<file path="src/rtl/nor_host_pkg.sv">
package nor_host_pkg;

   localparam int CLK_PERIOD_NS     = 10;

   // Timing figures in ns; plain defaults, adjust to the part in use
   localparam int T_RST_PULSE_NS    = 500;
   localparam int T_RST_TO_SEL_NS   = 200;
   localparam int T_RST_TO_WR_NS    = 200;
   localparam int T_ADDR_SETUP_NS   = 10;
   localparam int T_ACCESS_NS       = 100;
   localparam int T_WR_PULSE_NS     = 50;
   localparam int T_WR_HOLD_NS      = 10;
   localparam int T_RECOVER_NS      = 20;

   localparam int CNT_W             = 16;
   localparam int SYNC_LAT          = 2;

   // Least time to cycles: round up, never below one
   function automatic int min_cycles(input int ns);
      int c;
      c = (ns + CLK_PERIOD_NS - 1) / CLK_PERIOD_NS;
      return (c < 1) ? 1 : c;
   endfunction

   localparam int RST_PULSE_CYC     = min_cycles(T_RST_PULSE_NS);
   localparam int RST_WAIT_CYC      = (T_RST_TO_SEL_NS > T_RST_TO_WR_NS) ?
                                      min_cycles(T_RST_TO_SEL_NS) :
                                      min_cycles(T_RST_TO_WR_NS);
   localparam int SETUP_CYC         = min_cycles(T_ADDR_SETUP_NS);
   localparam int ACCESS_CYC        = min_cycles(T_ACCESS_NS) + SYNC_LAT;
   localparam int WR_PULSE_CYC      = min_cycles(T_WR_PULSE_NS);
   localparam int WR_HOLD_CYC       = min_cycles(T_WR_HOLD_NS);
   localparam int RECOVER_CYC       = min_cycles(T_RECOVER_NS);

   localparam int ADDR_W            = 26;
   localparam int DATA_W            = 16;
   localparam int DENSITY_MBIT_DEF  = 1024;
   localparam int DENS_A23_MBIT     = 256;
   localparam int DENS_A24_MBIT     = 512;
   localparam int DENS_A25_MBIT     = 1024;
   localparam int STATUS_KEEP_BITS  = 8;

   typedef struct packed {
      logic                write;
      logic                status;
      logic [ADDR_W:0]     addr;
      logic [DATA_W-1:0]   wdata;
   } nor_req_t;

   typedef struct packed {
      logic ce_n;
      logic oe_n;
      logic we_n;
      logic rst_n;
   } nor_ctl_t;

   typedef struct packed {
      logic [7:0] lo;
      logic [6:0] hi;
      logic       d15;
   } nor_oe_t;

endpackage

</file>
<file path="src/rtl/sync2.sv">
module sync2 #(
   parameter int W = 1
) (
   input  wire logic         mclk,
   input  wire logic         rst_n,
   input  wire logic [W-1:0] d,
   output logic      [W-1:0] q
);

   logic [W-1:0] meta_q;

   // First stage feeds only the second
   always_ff @(posedge mclk or negedge rst_n) begin
      if (!rst_n) begin
         meta_q <= '0;
         q      <= '0;
      end else begin
         meta_q <= d;
         q      <= meta_q;
      end
   end

endmodule

</file>
<file path="src/rtl/nor_flash_host.sv">
// Contract
// - Host holds width select steady during writes and never floats it.
// - Reset pin held low long enough resets device into standby.
// - Host waits the longer reset-release delay before any access.
// - Host ignores upper data bits when reading status polling register.
// - Address on later falling strobe edge, data on earlier rising edge.
// - Host keeps output enable high throughout every write.
module nor_flash_host #(
   parameter int DENSITY_MBIT = nor_host_pkg::DENSITY_MBIT_DEF
) (
   input  wire logic                   mclk,
   input  wire logic                   rstn,
   input  wire logic                   byte_mode,
   input  wire logic                   unprotect,
   input  wire logic                   reset_req,
   input  wire nor_host_pkg::nor_req_t req,
   input  wire logic                   req_valid,
   output logic                        req_ready,
   output logic                        rsp_valid,
   output logic [15:0]                 rsp_rdata,
   output logic                        dev_busy,
   output logic                        link_ready,
   output nor_host_pkg::nor_ctl_t      ctl,
   output logic                        bus_width_sel,
   output logic                        protect_boost_pin,
   output logic [22:0]                 addr_lines,
   output logic                        addr_bit_23,
   output logic                        addr_bit_24,
   output logic                        addr_bit_25,
   input  wire logic [7:0]             lower_data_bits_i,
   output logic [7:0]                  lower_data_bits_o,
   input  wire logic [6:0]             upper_data_bits_i,
   output logic [6:0]                  upper_data_bits_o,
   input  wire logic                   data15_or_addr_lsb_i,
   output logic                        data15_or_addr_lsb_o,
   output nor_host_pkg::nor_oe_t       data_oe,
   input  wire logic                   op_active_n
);

   typedef enum logic [8:0] {
      S_RST_HOLD = 9'h001,
      S_RST_WAIT = 9'h002,
      S_IDLE     = 9'h004,
      S_RD_SETUP = 9'h008,
      S_RD_WAIT  = 9'h010,
      S_WR_SETUP = 9'h020,
      S_WR_PULSE = 9'h040,
      S_WR_HOLD  = 9'h080,
      S_RECOVER  = 9'h100
   } state_t;

   typedef struct packed {
      state_t                          st;
      logic [nor_host_pkg::CNT_W-1:0]  cnt;
      logic                            status;
      logic                            byte_m;
      logic                            wide;
      logic                            wp;
      nor_host_pkg::nor_ctl_t          ctl;
      logic [25:0]                     addr;
      logic                            lsb;
      logic [15:0]                     wdata;
      nor_host_pkg::nor_oe_t           oe;
      logic                            ready;
      logic                            rsp;
      logic [15:0]                     rdata;
      logic                            busy;
      logic                            up;
   } host_state_t;

   localparam logic [nor_host_pkg::CNT_W-1:0] C_RST_PULSE =
      nor_host_pkg::CNT_W'(nor_host_pkg::RST_PULSE_CYC - 1);
   localparam logic [nor_host_pkg::CNT_W-1:0] C_RST_WAIT =
      nor_host_pkg::CNT_W'(nor_host_pkg::RST_WAIT_CYC - 1);
   localparam logic [nor_host_pkg::CNT_W-1:0] C_SETUP =
      nor_host_pkg::CNT_W'(nor_host_pkg::SETUP_CYC - 1);
   localparam logic [nor_host_pkg::CNT_W-1:0] C_ACCESS =
      nor_host_pkg::CNT_W'(nor_host_pkg::ACCESS_CYC - 1);
   localparam logic [nor_host_pkg::CNT_W-1:0] C_WR_PULSE =
      nor_host_pkg::CNT_W'(nor_host_pkg::WR_PULSE_CYC - 1);
   localparam logic [nor_host_pkg::CNT_W-1:0] C_WR_HOLD =
      nor_host_pkg::CNT_W'(nor_host_pkg::WR_HOLD_CYC - 1);
   localparam logic [nor_host_pkg::CNT_W-1:0] C_RECOVER =
      nor_host_pkg::CNT_W'(nor_host_pkg::RECOVER_CYC - 1);

   localparam logic USE_A23 = DENSITY_MBIT >= nor_host_pkg::DENS_A23_MBIT;
   localparam logic USE_A24 = DENSITY_MBIT >= nor_host_pkg::DENS_A24_MBIT;
   localparam logic USE_A25 = DENSITY_MBIT >= nor_host_pkg::DENS_A25_MBIT;

   host_state_t s_q;
   host_state_t s_d;
   logic        rst_n_s;
   logic [15:0] din_s;
   logic        busy_s;

   sync2 #(.W(1)) u_rst_sync (
      .mclk  (mclk),
      .rst_n (rstn),
      .d     (1'b1),
      .q     (rst_n_s)
   );

   // Pin data and busy are asynchronous to mclk
   sync2 #(.W(17)) u_pin_sync (
      .mclk  (mclk),
      .rst_n (rst_n_s),
      .d     ({~op_active_n, data15_or_addr_lsb_i,
               upper_data_bits_i, lower_data_bits_i}),
      .q     ({busy_s, din_s})
   );

   function automatic logic cnt_done(input logic [15:0] c);
      return c == '0;
   endfunction

   always_comb begin
      s_d      = s_q;
      s_d.rsp  = 1'b0;
      s_d.busy = busy_s;
      if (!cnt_done(s_q.cnt)) begin
         s_d.cnt = s_q.cnt - 1'b1;
      end
      unique case (s_q.st)
         S_RST_HOLD: begin
            s_d.ctl = '{ce_n: 1'b1, oe_n: 1'b1, we_n: 1'b1, rst_n: 1'b0};
            if (cnt_done(s_q.cnt)) begin
               s_d.st        = S_RST_WAIT;
               s_d.cnt       = C_RST_WAIT;
               s_d.ctl.rst_n = 1'b1;
            end
         end
         S_RST_WAIT: begin
            if (cnt_done(s_q.cnt)) begin
               s_d.st    = S_IDLE;
               s_d.ready = 1'b1;
               s_d.up    = 1'b1;
            end
         end
         S_IDLE: begin
            // Width and protect change only between cycles
            s_d.byte_m = byte_mode;
            s_d.wide   = !byte_mode;
            // In x8 the shared pin is an address input, never left floating
            s_d.oe.d15 = byte_mode;
            s_d.wp     = unprotect;
            if (reset_req) begin
               s_d.st    = S_RST_HOLD;
               s_d.cnt   = C_RST_PULSE;
               s_d.ready = 1'b0;
               s_d.up    = 1'b0;
               s_d.ctl.rst_n = 1'b0;
            end else if (req_valid) begin
               s_d.ready  = 1'b0;
               s_d.status = req.status;
               s_d.wdata  = req.wdata;
               s_d.cnt    = C_SETUP;
               // Byte address in both widths; x16 drops bit 0
               s_d.addr = req.addr[26:1];
               s_d.lsb  = byte_mode ? req.addr[0] : req.wdata[15];
               s_d.addr[23] = req.addr[24] & USE_A23;
               s_d.addr[24] = req.addr[25] & USE_A24;
               s_d.addr[25] = req.addr[26] & USE_A25;
               s_d.ctl.ce_n = 1'b0;
               if (req.write) begin
                  s_d.st = S_WR_SETUP;
                  s_d.oe.lo  = 8'hFF;
                  s_d.oe.hi  = byte_mode ? 7'h00 : 7'h7F;
                  s_d.oe.d15 = 1'b1;
               end else begin
                  s_d.st = S_RD_SETUP;
                  s_d.oe.lo  = 8'h00;
                  s_d.oe.hi  = 7'h00;
                  s_d.oe.d15 = byte_mode;
               end
            end
         end
         S_RD_SETUP: begin
            if (cnt_done(s_q.cnt)) begin
               s_d.st       = S_RD_WAIT;
               s_d.cnt      = C_ACCESS;
               s_d.ctl.oe_n = 1'b0;
            end
         end
         S_RD_WAIT: begin
            if (cnt_done(s_q.cnt)) begin
               s_d.rdata = s_q.byte_m ? {8'h00, din_s[7:0]} :
                           {din_s[15], din_s[14:0]};
               if (s_q.status) begin
                  s_d.rdata[15:nor_host_pkg::STATUS_KEEP_BITS] = '0;
               end
               s_d.rsp      = 1'b1;
               s_d.ctl.oe_n = 1'b1;
               s_d.ctl.ce_n = 1'b1;
               s_d.st       = S_RECOVER;
               s_d.cnt      = C_RECOVER;
            end
         end
         S_WR_SETUP: begin
            if (cnt_done(s_q.cnt)) begin
               // Strobe falls after select: address caught here
               s_d.st       = S_WR_PULSE;
               s_d.cnt      = C_WR_PULSE;
               s_d.ctl.we_n = 1'b0;
            end
         end
         S_WR_PULSE: begin
            if (cnt_done(s_q.cnt)) begin
               // Strobe rises before select: data caught here
               s_d.st       = S_WR_HOLD;
               s_d.cnt      = C_WR_HOLD;
               s_d.ctl.we_n = 1'b1;
            end
         end
         S_WR_HOLD: begin
            if (cnt_done(s_q.cnt)) begin
               s_d.st       = S_RECOVER;
               s_d.cnt      = C_RECOVER;
               s_d.ctl.ce_n = 1'b1;
               s_d.oe       = '0;
               s_d.oe.d15   = s_q.byte_m;
               s_d.rsp      = 1'b1;
            end
         end
         S_RECOVER: begin
            // Every pin pulse lasts whole cycles, far above glitch width
            if (cnt_done(s_q.cnt)) begin
               s_d.st    = S_IDLE;
               s_d.ready = 1'b1;
               s_d.oe.d15 = s_q.byte_m;
            end
         end
      endcase
      // Read enable never low while writing
      if (s_q.st inside {S_WR_SETUP, S_WR_PULSE, S_WR_HOLD}) begin
         s_d.ctl.oe_n = 1'b1;
      end
   end

   always_ff @(posedge mclk or negedge rst_n_s) begin
      if (!rst_n_s) begin
         s_q       <= '0;
         s_q.st    <= S_RST_HOLD;
         s_q.cnt   <= C_RST_PULSE;
         s_q.wide  <= 1'b1;
         s_q.ctl   <= '{ce_n: 1'b1, oe_n: 1'b1, we_n: 1'b1, rst_n: 1'b0};
      end else begin
         s_q <= s_d;
      end
   end

   assign req_ready            = s_q.ready;
   assign rsp_valid            = s_q.rsp;
   assign rsp_rdata            = s_q.rdata;
   assign dev_busy             = s_q.busy;
   assign link_ready           = s_q.up;
   assign ctl                  = s_q.ctl;
   assign bus_width_sel        = s_q.wide;
   assign protect_boost_pin    = s_q.wp;
   assign addr_lines           = s_q.addr[22:0];
   assign addr_bit_23          = s_q.addr[23];
   assign addr_bit_24          = s_q.addr[24];
   assign addr_bit_25          = s_q.addr[25];
   assign lower_data_bits_o    = s_q.wdata[7:0];
   assign upper_data_bits_o    = s_q.wdata[14:8];
   assign data15_or_addr_lsb_o = s_q.lsb;
   assign data_oe              = s_q.oe;

endmodule

</file>
<file path="config.mk">
export PLATFORM = sky130hd
export DESIGN_NAME = nor_flash_host
export DESIGN_NICKNAME = d
export VERILOG_FILES = /design/src/rtl/nor_host_pkg.sv /design/src/rtl/sync2.sv /design/src/rtl/nor_flash_host.sv
export SDC_FILE = /design/constraint.sdc
export NUM_CORES = 1
export LEC_CHECK = 0
export BUFFER_PORTS_ARGS = -buffer_cell sky130_fd_sc_hd__buf_4
export CORE_MARGIN = 3
export CORE_UTILIZATION = 39
export CTS_CLUSTER_DIAMETER = 30
export DETAILED_ROUTE_END_ITERATION = 10
export PLACE_DENSITY = 0.69
export SLEW_MARGIN = 0
export SYNTH_ARGS = -nofsm -noshare
export SYNTH_HDL_FRONTEND = slang
export SYNTH_SLANG_ARGS = --single-unit
</file>
<file path="constraint.sdc">
create_clock -name mclk -period 5.6 [get_ports mclk]
set_input_delay 1.12 -clock mclk [delete_from_list [all_inputs] [get_ports mclk]]
set_output_delay 1.12 -clock mclk [all_outputs]
set_load 0.01 [all_outputs]
</file>
==> out/results.txt, run 1 <==
Sink Count: 134
Core Box Area: 0.0153 mm2
Cts bufs inserted: 17
DRC: 0
Netlist cell types: 63
Layout cells sized above 1: 0.319
Slew @ Worst Pin: 1.04 ns
Share of the synthesized area in the top cell type: 0.517
1st-iter DRT viols: 341
Cell area after synthesis: 0.00610 mm2
Vias: 4355
CP endpoint kind: flop
CP Launch Point: s_q[88]$_DFF_PN0_
Peak supply drop: 195 uV
Hold buffers post-CTS: 0
Post-synthesis sequential area ratio: 0.552
Top cells by area, synth: dfrtp_1 (52%), nand2_1 (9.9%), buf_4 (9.6%), dfstp_2 (3.4%), o21ai_0 (2.5%)
Mean Syn Cell Area: 10.0 um2
Yosys warning total: 0
Root Driver: clkbuf_16
Reg2Reg Depth: 8
Status: finished, final reports clean
WHS Endpoint: u_pin_sync.q[6]$_DFF_PN0_
Antenna violations before repair: 0
Hold Fails Final Rpt: 0
Core Util, Final: 0.490
Dominant cell type by area after synthesis: dfrtp_1
Crit path time final: 3.12 ns
Ys async rst share: 1.00
Leakage: 3.72 nW
Slew headroom: 0.307
Max Cap Viol: 0
Placed cell count: 871
Fin area: 0.00748 mm2
Via/cell ratio: 4.82
Die Footprint: 0.0172 mm2
First-pass GRT wire length: 21.4 mm
CP max stage delay: 0.69 ns
Htree depth: 4
DPL Wire Length: 9.48 mm
Top Ports: 152
Final Wtd Congestion: 0.864
Post-Layout Cell Count: 903
Clock-pin slew on the worst setup and hold paths: 0.06 ns
CTS max path bufs: 2
Critical path's slowest cell: nor2_1
RSZ-0062 raised after global routing: no
Hold/Removal Path Class: flop to flop
Drt total wl: 13.3 mm
Hold Path Depth: 0
Resize count post-CTS: 0
Clock skew: 0.00831 ns
FF-to-FF End: s_q[95]$_DFF_PN0_
Tot GR Track Use: 0.159
Worst setup SP type: flop
Worst hold start: u_pin_sync.meta_q[6]$_DFF_PN0_
IO Port Bufs: 151
Post-CTS setup buffers: 0
CP Data Arrival Time: 3.39 ns
Clk_lat worst skew: 0.41 ns
Die Width: 131 um
Nets: 750
P&R area growth vs syn: 22.6%
Top cell by count, worst path: nor2_1
Worst path top cell family by delay: simple AND/OR/NAND/NOR gates
FF+latch count, synth: 134
Rows: 45
Pins Over Slew Limit: 0
Initial core utilization: 0.400
TritonCTS clock tree: yes
EDFF count, synth: 0
Synthesized Nets: 678
# diodes: 0
Crit-path max FO: 27
DR WL/cell: 14.7 um
Cell-by-cell trace of the critical path: inv_1 > ha_1 > nor4b_1 > nand4_1 > nor2_1 > inv_2 > a211oi_4 > nor2_1
Reg2reg setup slack: 2.48 ns
Total gr overflow: 0
Chip height: 131 um
Post-DP Area: 0.00684 mm2
PwrDens: 333 mW/mm2
Vias in the first global route: 4215
Critical path depth in cells: 8
Fmax: 0.321 GHz
Largest net degree at the start of global routing: 84
Kind of critical path: flop to flop
Period Utilization, post-route: 0.557
Final setup vio count: 0
Final setup TNS: 0 ns
Cells after Synth: 607
Ys flop type: dfrtp_1
FF-to-FF Start: s_q[88]$_DFF_PN0_
DRT Pass-1 Iters: 4
Antenna viol nets, final: 0
Crit path required time: 5.87 ns
CP Buf/Inv Count: 2
==> metal layers <==
layer  track usage  vias up  wire (um)
met5             0        -          0
met4        0.0593        0        211
met3        0.0508       14        731
met2         0.248      101       6720
met1         0.210     2138       5630
li1              -     2102          -
==> cells by family (layout without fill, tap and decap cells) <==
kind of cell    after synthesis  count (layout)  share of synthesized area
flops                       134             134                      0.552
fa+ha+maj                     3               3                    0.00616
compound gates               81              81                     0.0936
buf+inv                     106             191                      0.115
mux                           9               9                     0.0164
xor+xnor                     14              14                     0.0201
other cells                   1               1                   0.000615
simple gates                259             259                      0.197
==> report_power, final <==
part / internal, mW / leakage, nW / switching [mW]
Sequential: 1.02 / 1.72 / 0.0417
Combinational: 0.118 / 1.70 / 0.127
Clock: 0.761 / 0.307 / 0.422
Total: 1.90 / 3.72 / 0.591
==> worst max-delay path by stage <==
| stage | slack (ns) | to |
|---|---|---|
| final | 2.48 | s_q[95]$_DFF_PN0_ |
| after global placement | 2.65 | s_q[102]$_DFF_PN0_ |
| after global routing | 1.99 | s_q[98]$_DFF_PN0_ |
| after detailed placement | 2.49 | s_q[94]$_DFF_PN0_ |
| after floorplan | 1.60 | addr_bit_23$_DFFE_PN0P_ |
| after CTS | 2.45 | s_q[94]$_DFF_PN0_ |
==> registers in the layout (all words and copies together) (netlist names), 3 cells and up <==
name and count:
u_pin_sync.q 17, addr_lines 23, rsp_rdata 16, ctl 4, u_pin_sync.meta_q 17, upper_data_bits_o 7
s_q 27, lower_data_bits_o 8, data_oe 3
==> cells in the mapped netlist, drive strengths merged (6+ instances only) <==
| cell | instances |
|---|---|
| clkbuf | 15 |
| nor4 | 8 |
| buf | 86 |
| nand2 | 160 |
| mux2 | 8 |
| dfrtp | 126 |
| o21ai | 30 |
| dfstp | 8 |
| nor2 | 30 |
| a21oi | 12 |
| a211oi | 10 |
| nand3 | 8 |
| nand2b | 6 |
| xnor2 | 9 |
| nor3 | 7 |
==> through the flow <==
| step | setup WS (ns) | power, mW | hold slack [ns] |
|---|---|---|---|
| final | 2.48 | 2.49 | 0.346 |
| after global routing | 1.99 | 2.60 | 0.352 |
| after CTS | 2.45 | 2.52 | 0.345 |
| after detailed placement | 2.49 | 1.32 | 0.336 |
| after global placement | 2.65 | 1.32 | 0.332 |
| after floorplan | 1.60 | 1.23 | 0.331 |
==> layout by cell type, fill, tap and decap left out, types with 4 or more instances in the layout <==
cell | netlist | final
nand2_1 | 160 | 160
buf_4 | 78 | 154
dfrtp_1 | 126 | 125
o21ai_0 | 30 | 30
nor2_1 | 28 | 28
clkbuf_16 | 0 | 17
a21oi_1 | 12 | 12
a211oi_1 | 9 | 9
xnor2_1 | 9 | 9
nand3_1 | 8 | 8
mux2_2 | 8 | 8
dfstp_2 | 8 | 8
nor3_1 | 7 | 7
nand2b_1 | 6 | 6
and2_1 | 5 | 5
and3_1 | 5 | 5
xor2_1 | 5 | 5
nor4_1 | 5 | 5
nand4_1 | 5 | 5
o31ai_1 | 5 | 5
inv_1 | 4 | 4
or2_2 | 4 | 4
nand3b_1 | 4 | 4
bufinv_16 | 0 | 4
==> layout make-up <==
class                      count  area (um2)
fill                        1409        7780
sequential                   134        3370
multi-input combinational    367        2030
timing repair buffer         154        1160
clock buffer                  18         439
tap                          211         264
clock inverter                14         198
inverter                       5        18.8
Power figures use the tool's default switching activity.
==> run 2: changes to the inputs <==
--- a/config.mk
+++ b/config.mk
@@ -5,12 +5,13 @@
 export SDC_FILE = /design/constraint.sdc
 export NUM_CORES = 1
 export LEC_CHECK = 0
+export ABC_AREA = 1
 export BUFFER_PORTS_ARGS = -buffer_cell sky130_fd_sc_hd__buf_4
 export CORE_MARGIN = 3
 export CORE_UTILIZATION = 39
 export CTS_CLUSTER_DIAMETER = 30
 export DETAILED_ROUTE_END_ITERATION = 10
-export PLACE_DENSITY = 0.69
+export PLACE_DENSITY = 0.68
 export SLEW_MARGIN = 0
 export SYNTH_ARGS = -nofsm -noshare
 export SYNTH_HDL_FRONTEND = slang
==> constraint.sdc (replaced) <==
create_clock -name mclk -period 2.9 [get_ports mclk]
set_input_delay 0.58 -clock mclk [delete_from_list [all_inputs] [get_ports mclk]]
set_output_delay 0.58 -clock mclk [all_outputs]
set_load 0.01 [all_outputs]
==> out/results.txt, run 2 <==
Commonest non-fill, non-tap cells in the layout: nand2_1 (242), buf_4 (153), dfrtp_1 (125)
EDFF count, synth: 0 (unchanged)
Antenna violations before repair: 0 (unchanged)
Final Wtd Congestion: 0.894 (+3.5%)
Vias: 4800 (+10%)
CP endpoint: s_q[90]$_DFF_PN0_
DRC: 0 (unchanged)
TritonCTS clock tree: yes
Hold WS: 0.267 ns (-0.0790 ns)
FF/Latch Area: 0.00337 mm2 (unchanged)
Int Pwr: 3.35 mW (+76%)
Commonest non-fill, non-tap cell in the layout: nand2_1
DPL Wire Length: 10.4 mm (+10%)
1st-iter DRT viols: 332 (-2.6%)
Reg2Reg Depth: 11 (+3)
Fmax: 0.466 GHz (+45%)
Largest net degree at the start of global routing: 64 (-24%)
Rows: 46 (+2.2%)
Nets: 885 (+18%)
Initial core utilization: 0.402 (+0.00208)
Logic gate share of total power: 0.026 (-0.073)
Pins Over Slew Limit: 0 (unchanged)
Top reg by flops: s_q
Placed cell count: 1010 (+16%)
Sw power: 0.895 mW (+51%)
Netlist cell types: 40 (-37%)
Slew @ Worst Pin: 0.608 ns (-0.431 ns)
Hold/Removal Path Class: input port to flop
Die Width: 135 um (+2.7%)
FF+latch count, synth: 134 (unchanged)
Mean Syn Cell Area: 8.87 um2 (-12%)
Top cell by count, worst path: nand2_1
DRT Pass-1 Iters: 5 (+1)
Yosys warning total: 0 (unchanged)
Drt total wl: 14.4 mm (+8.0%)
Period Utilization, post-route: 0.740 (+0.183)
Chip height: 135 um (+2.7%)
Total power: 4.24 mW (+71%)
Final setup vio count: 0 (unchanged)
Cell-by-cell trace of the critical path: inv_1 > ha_1 > nand2_2 > nor2_1 > nand2_1 > nand2_1 > inv_1 > nand2_1 > nand2_1 > nor2_1 > nand3_1
Post-CTS setup buffers: 0 (unchanged)
CP Data Arrival Time: 2.44 ns (-0.95 ns)
Resize count post-CTS: 0 (unchanged)
PwrDens: 539 mW/mm2 (+62%)
Share of power burned in registers: 0.451 (+0.025)
Htree depth: 4 (unchanged)
Clock power frac: 0.522 (+0.047)
Root Driver: clkbuf_16
Antenna viol nets, final: 0 (unchanged)
Core Box Area: 0.0161 mm2 (+5.2%)
Top Ports: 152 (unchanged)
Kind of critical path: flop to flop
Setup ws final: 0.754 ns (-1.73 ns)
Top cells by area, synth: dfrtp_1 (49%), nand2_1 (14%), buf_4 (9.1%), dfstp_2 (3.3%), nor2_1 (2.9%)
Die Footprint: 0.0181 mm2 (+5.5%)
Crit path required time: 3.19 ns (-2.68 ns)
IO Port Bufs: 151 (unchanged)
CP endpoint kind: flop
Post-Layout Cell Count: 1043 (+16%)
Hold Fails Final Rpt: 0 (unchanged)
Max Cap Viol: 0 (unchanged)
Crit-path max FO: 12 (-56%)
Cts bufs inserted: 17 (unchanged)
Clock-pin slew on the worst setup and hold paths: 0.06 ns (about the same)
# diodes: 0 (unchanged)
Worst setup SP type: flop
CP Launch Point: s_q[87]$_DFF_PN1_
Critical path's slowest cell: dfstp_2
Layout cells sized above 1: 0.319 (about the same)
Ys flop type: dfrtp_1
Cell area after synthesis: 0.00645 mm2 (+5.8%)
P&R area growth vs syn: 22.0%
FF-to-FF Start: s_q[87]$_DFF_PN1_
DR WL/cell: 13.8 um (-6.5%)
Synthesized Nets: 798 (+18%)
Crit path time final: 2.15 ns (-0.971 ns)
Via/cell ratio: 4.60 (-4.6%)
CP max stage delay: 0.38 ns (-0.31 ns)
Final setup TNS: 0 ns (unchanged)
RSZ-0062 raised after global routing: no
CTS max path bufs: 2 (unchanged)
Tot GR Track Use: 0.162 (+0.00231)
Critical path depth in cells: 11 (+3)
Leakage: 4.16 nW (+12%)
Switching Fraction: 0.211 (-0.0266)
Reg2reg setup slack: 0.75 ns (-1.73 ns)
Worst path top cell family by delay: simple AND/OR/NAND/NOR gates
Commonest cells post-synth: nand2_1 (242), dfrtp_1 (126), buf_4 (78)
Vias in the first global route: 4611 (+9.4%)
Largest register FFs: 27 (unchanged)
Share of the synthesized area in the top cell type: 0.489 (-0.0283)
Status: finished, final reports clean
Total gr overflow: 0 (unchanged)
Clk_lat worst skew: 0.42 ns (about the same)
Peak supply drop: 381 uV (+96%)
Hold buffers post-CTS: 1 (+1)
Sink Count: 134 (unchanged)
CP Buf/Inv Count: 2 (unchanged)
Multi-input logic area: 0.00222 mm2 (+9.2%)
Fill cell count: 1526 (+8.3%)
Most common cell in the netlist: nand2_1
First-pass GRT wire length: 23.0 mm (+7.8%)
Dpl ws: 0.783 ns (-1.71 ns)
Dominant cell type by area after synthesis: dfrtp_1
Post-synthesis sequential area ratio: 0.521 (-0.0302)
Slew headroom: 0.594 (+0.287)
FF-to-FF End: s_q[90]$_DFF_PN0_
Clock skew: 0.00655 ns (-0.00176 ns)
Ys async rst share: 1.00 (unchanged)
Cells after Synth: 727 (+20%)
[run 2: changes by cell type after synthesis, moves of 9 or more]
cell and delta:
nand2_1 +82, inv_1 +43, nand3_1 +29, nor2_1 +22
nor2_2 +20, clkbuf_1 -14, a211oi_1 -9
[run 2: power groups by stage]
stage	sequential (mW)	clock, mW	combinational (mW)
finish	1.92	2.22	0.110
global route	1.92	2.35	0.123
CTS	1.92	2.27	0.114
detailed placement	1.95	0	0.112
global placement	1.95	0	0.111
floorplan	1.96	0	0.00599
[run 2: cell families after synthesis]
| kind of cell | count (synthesis) | share of synthesized area |
|---|---|---|
| simple gates | 392 | 0.280 |
| other cells | 1 | 0.000581 |
| compound gates | 37 | 0.0305 |
| xor+xnor | 8 | 0.0109 |
| mux | 8 | 0.0163 |
| flops | 134 | 0.521 |
| fa+ha+maj | 3 | 0.00582 |
| buf+inv | 144 | 0.134 |
[run 2: worst min path at each step]
| stage | startpoint | endpoint | slack, ns | cells after the start |
|---|---|---|---|---|
| 6_report | upper_data_bits_i[6] | u_pin_sync.meta_q[14]$_DFF_PN0_ | 0.27 | 1 |
| 5_1_grt | lower_data_bits_i[0] | u_pin_sync.meta_q[0]$_DFF_PN0_ | 0.24 | 1 |
| 2_1_floorplan | rstn | u_rst_sync.meta_q$_DFF_PN0_ | 0.28 | 0 |
| 3_5_place_dp | u_pin_sync.meta_q[7]$_DFF_PN0_ | u_pin_sync.q[7]$_DFF_PN0_ | 0.33 | 0 |
| 4_1_cts | upper_data_bits_i[6] | u_pin_sync.meta_q[14]$_DFF_PN0_ | 0.25 | 1 |
| 3_3_place_gp | u_pin_sync.meta_q[9]$_DFF_PN0_ | u_pin_sync.q[9]$_DFF_PN0_ | 0.33 | 0 |
[run 2: cell type report]
type | count | area share
Clock buffer | 19 | 0.0563
Clock inverter | 13 | 0.0218
Inverter | 57 | 0.0277
Multi-Input combinational cell | 449 | 0.282
Sequential cell | 134 | 0.428
Tap cell | 216 | 0.0343
Timing Repair Buffer | 155 | 0.150
[run 2: per-stage QoR]
step	cell area [um2]	utilization
after floorplan	6450	-
after global placement	7240	0.451
after detailed placement	7240	0.451
after CTS	7870	0.490
after global routing	7870	0.490
final	7870	0.490
[run 2: routing by layer]
layer  GRT usage  part of all wire  wire length [um]
met1       0.209              0.43              6230
met2       0.258              0.48              6870
met3      0.0537             0.071              1020
met4      0.0549             0.016               225
met5           0                 0                 0
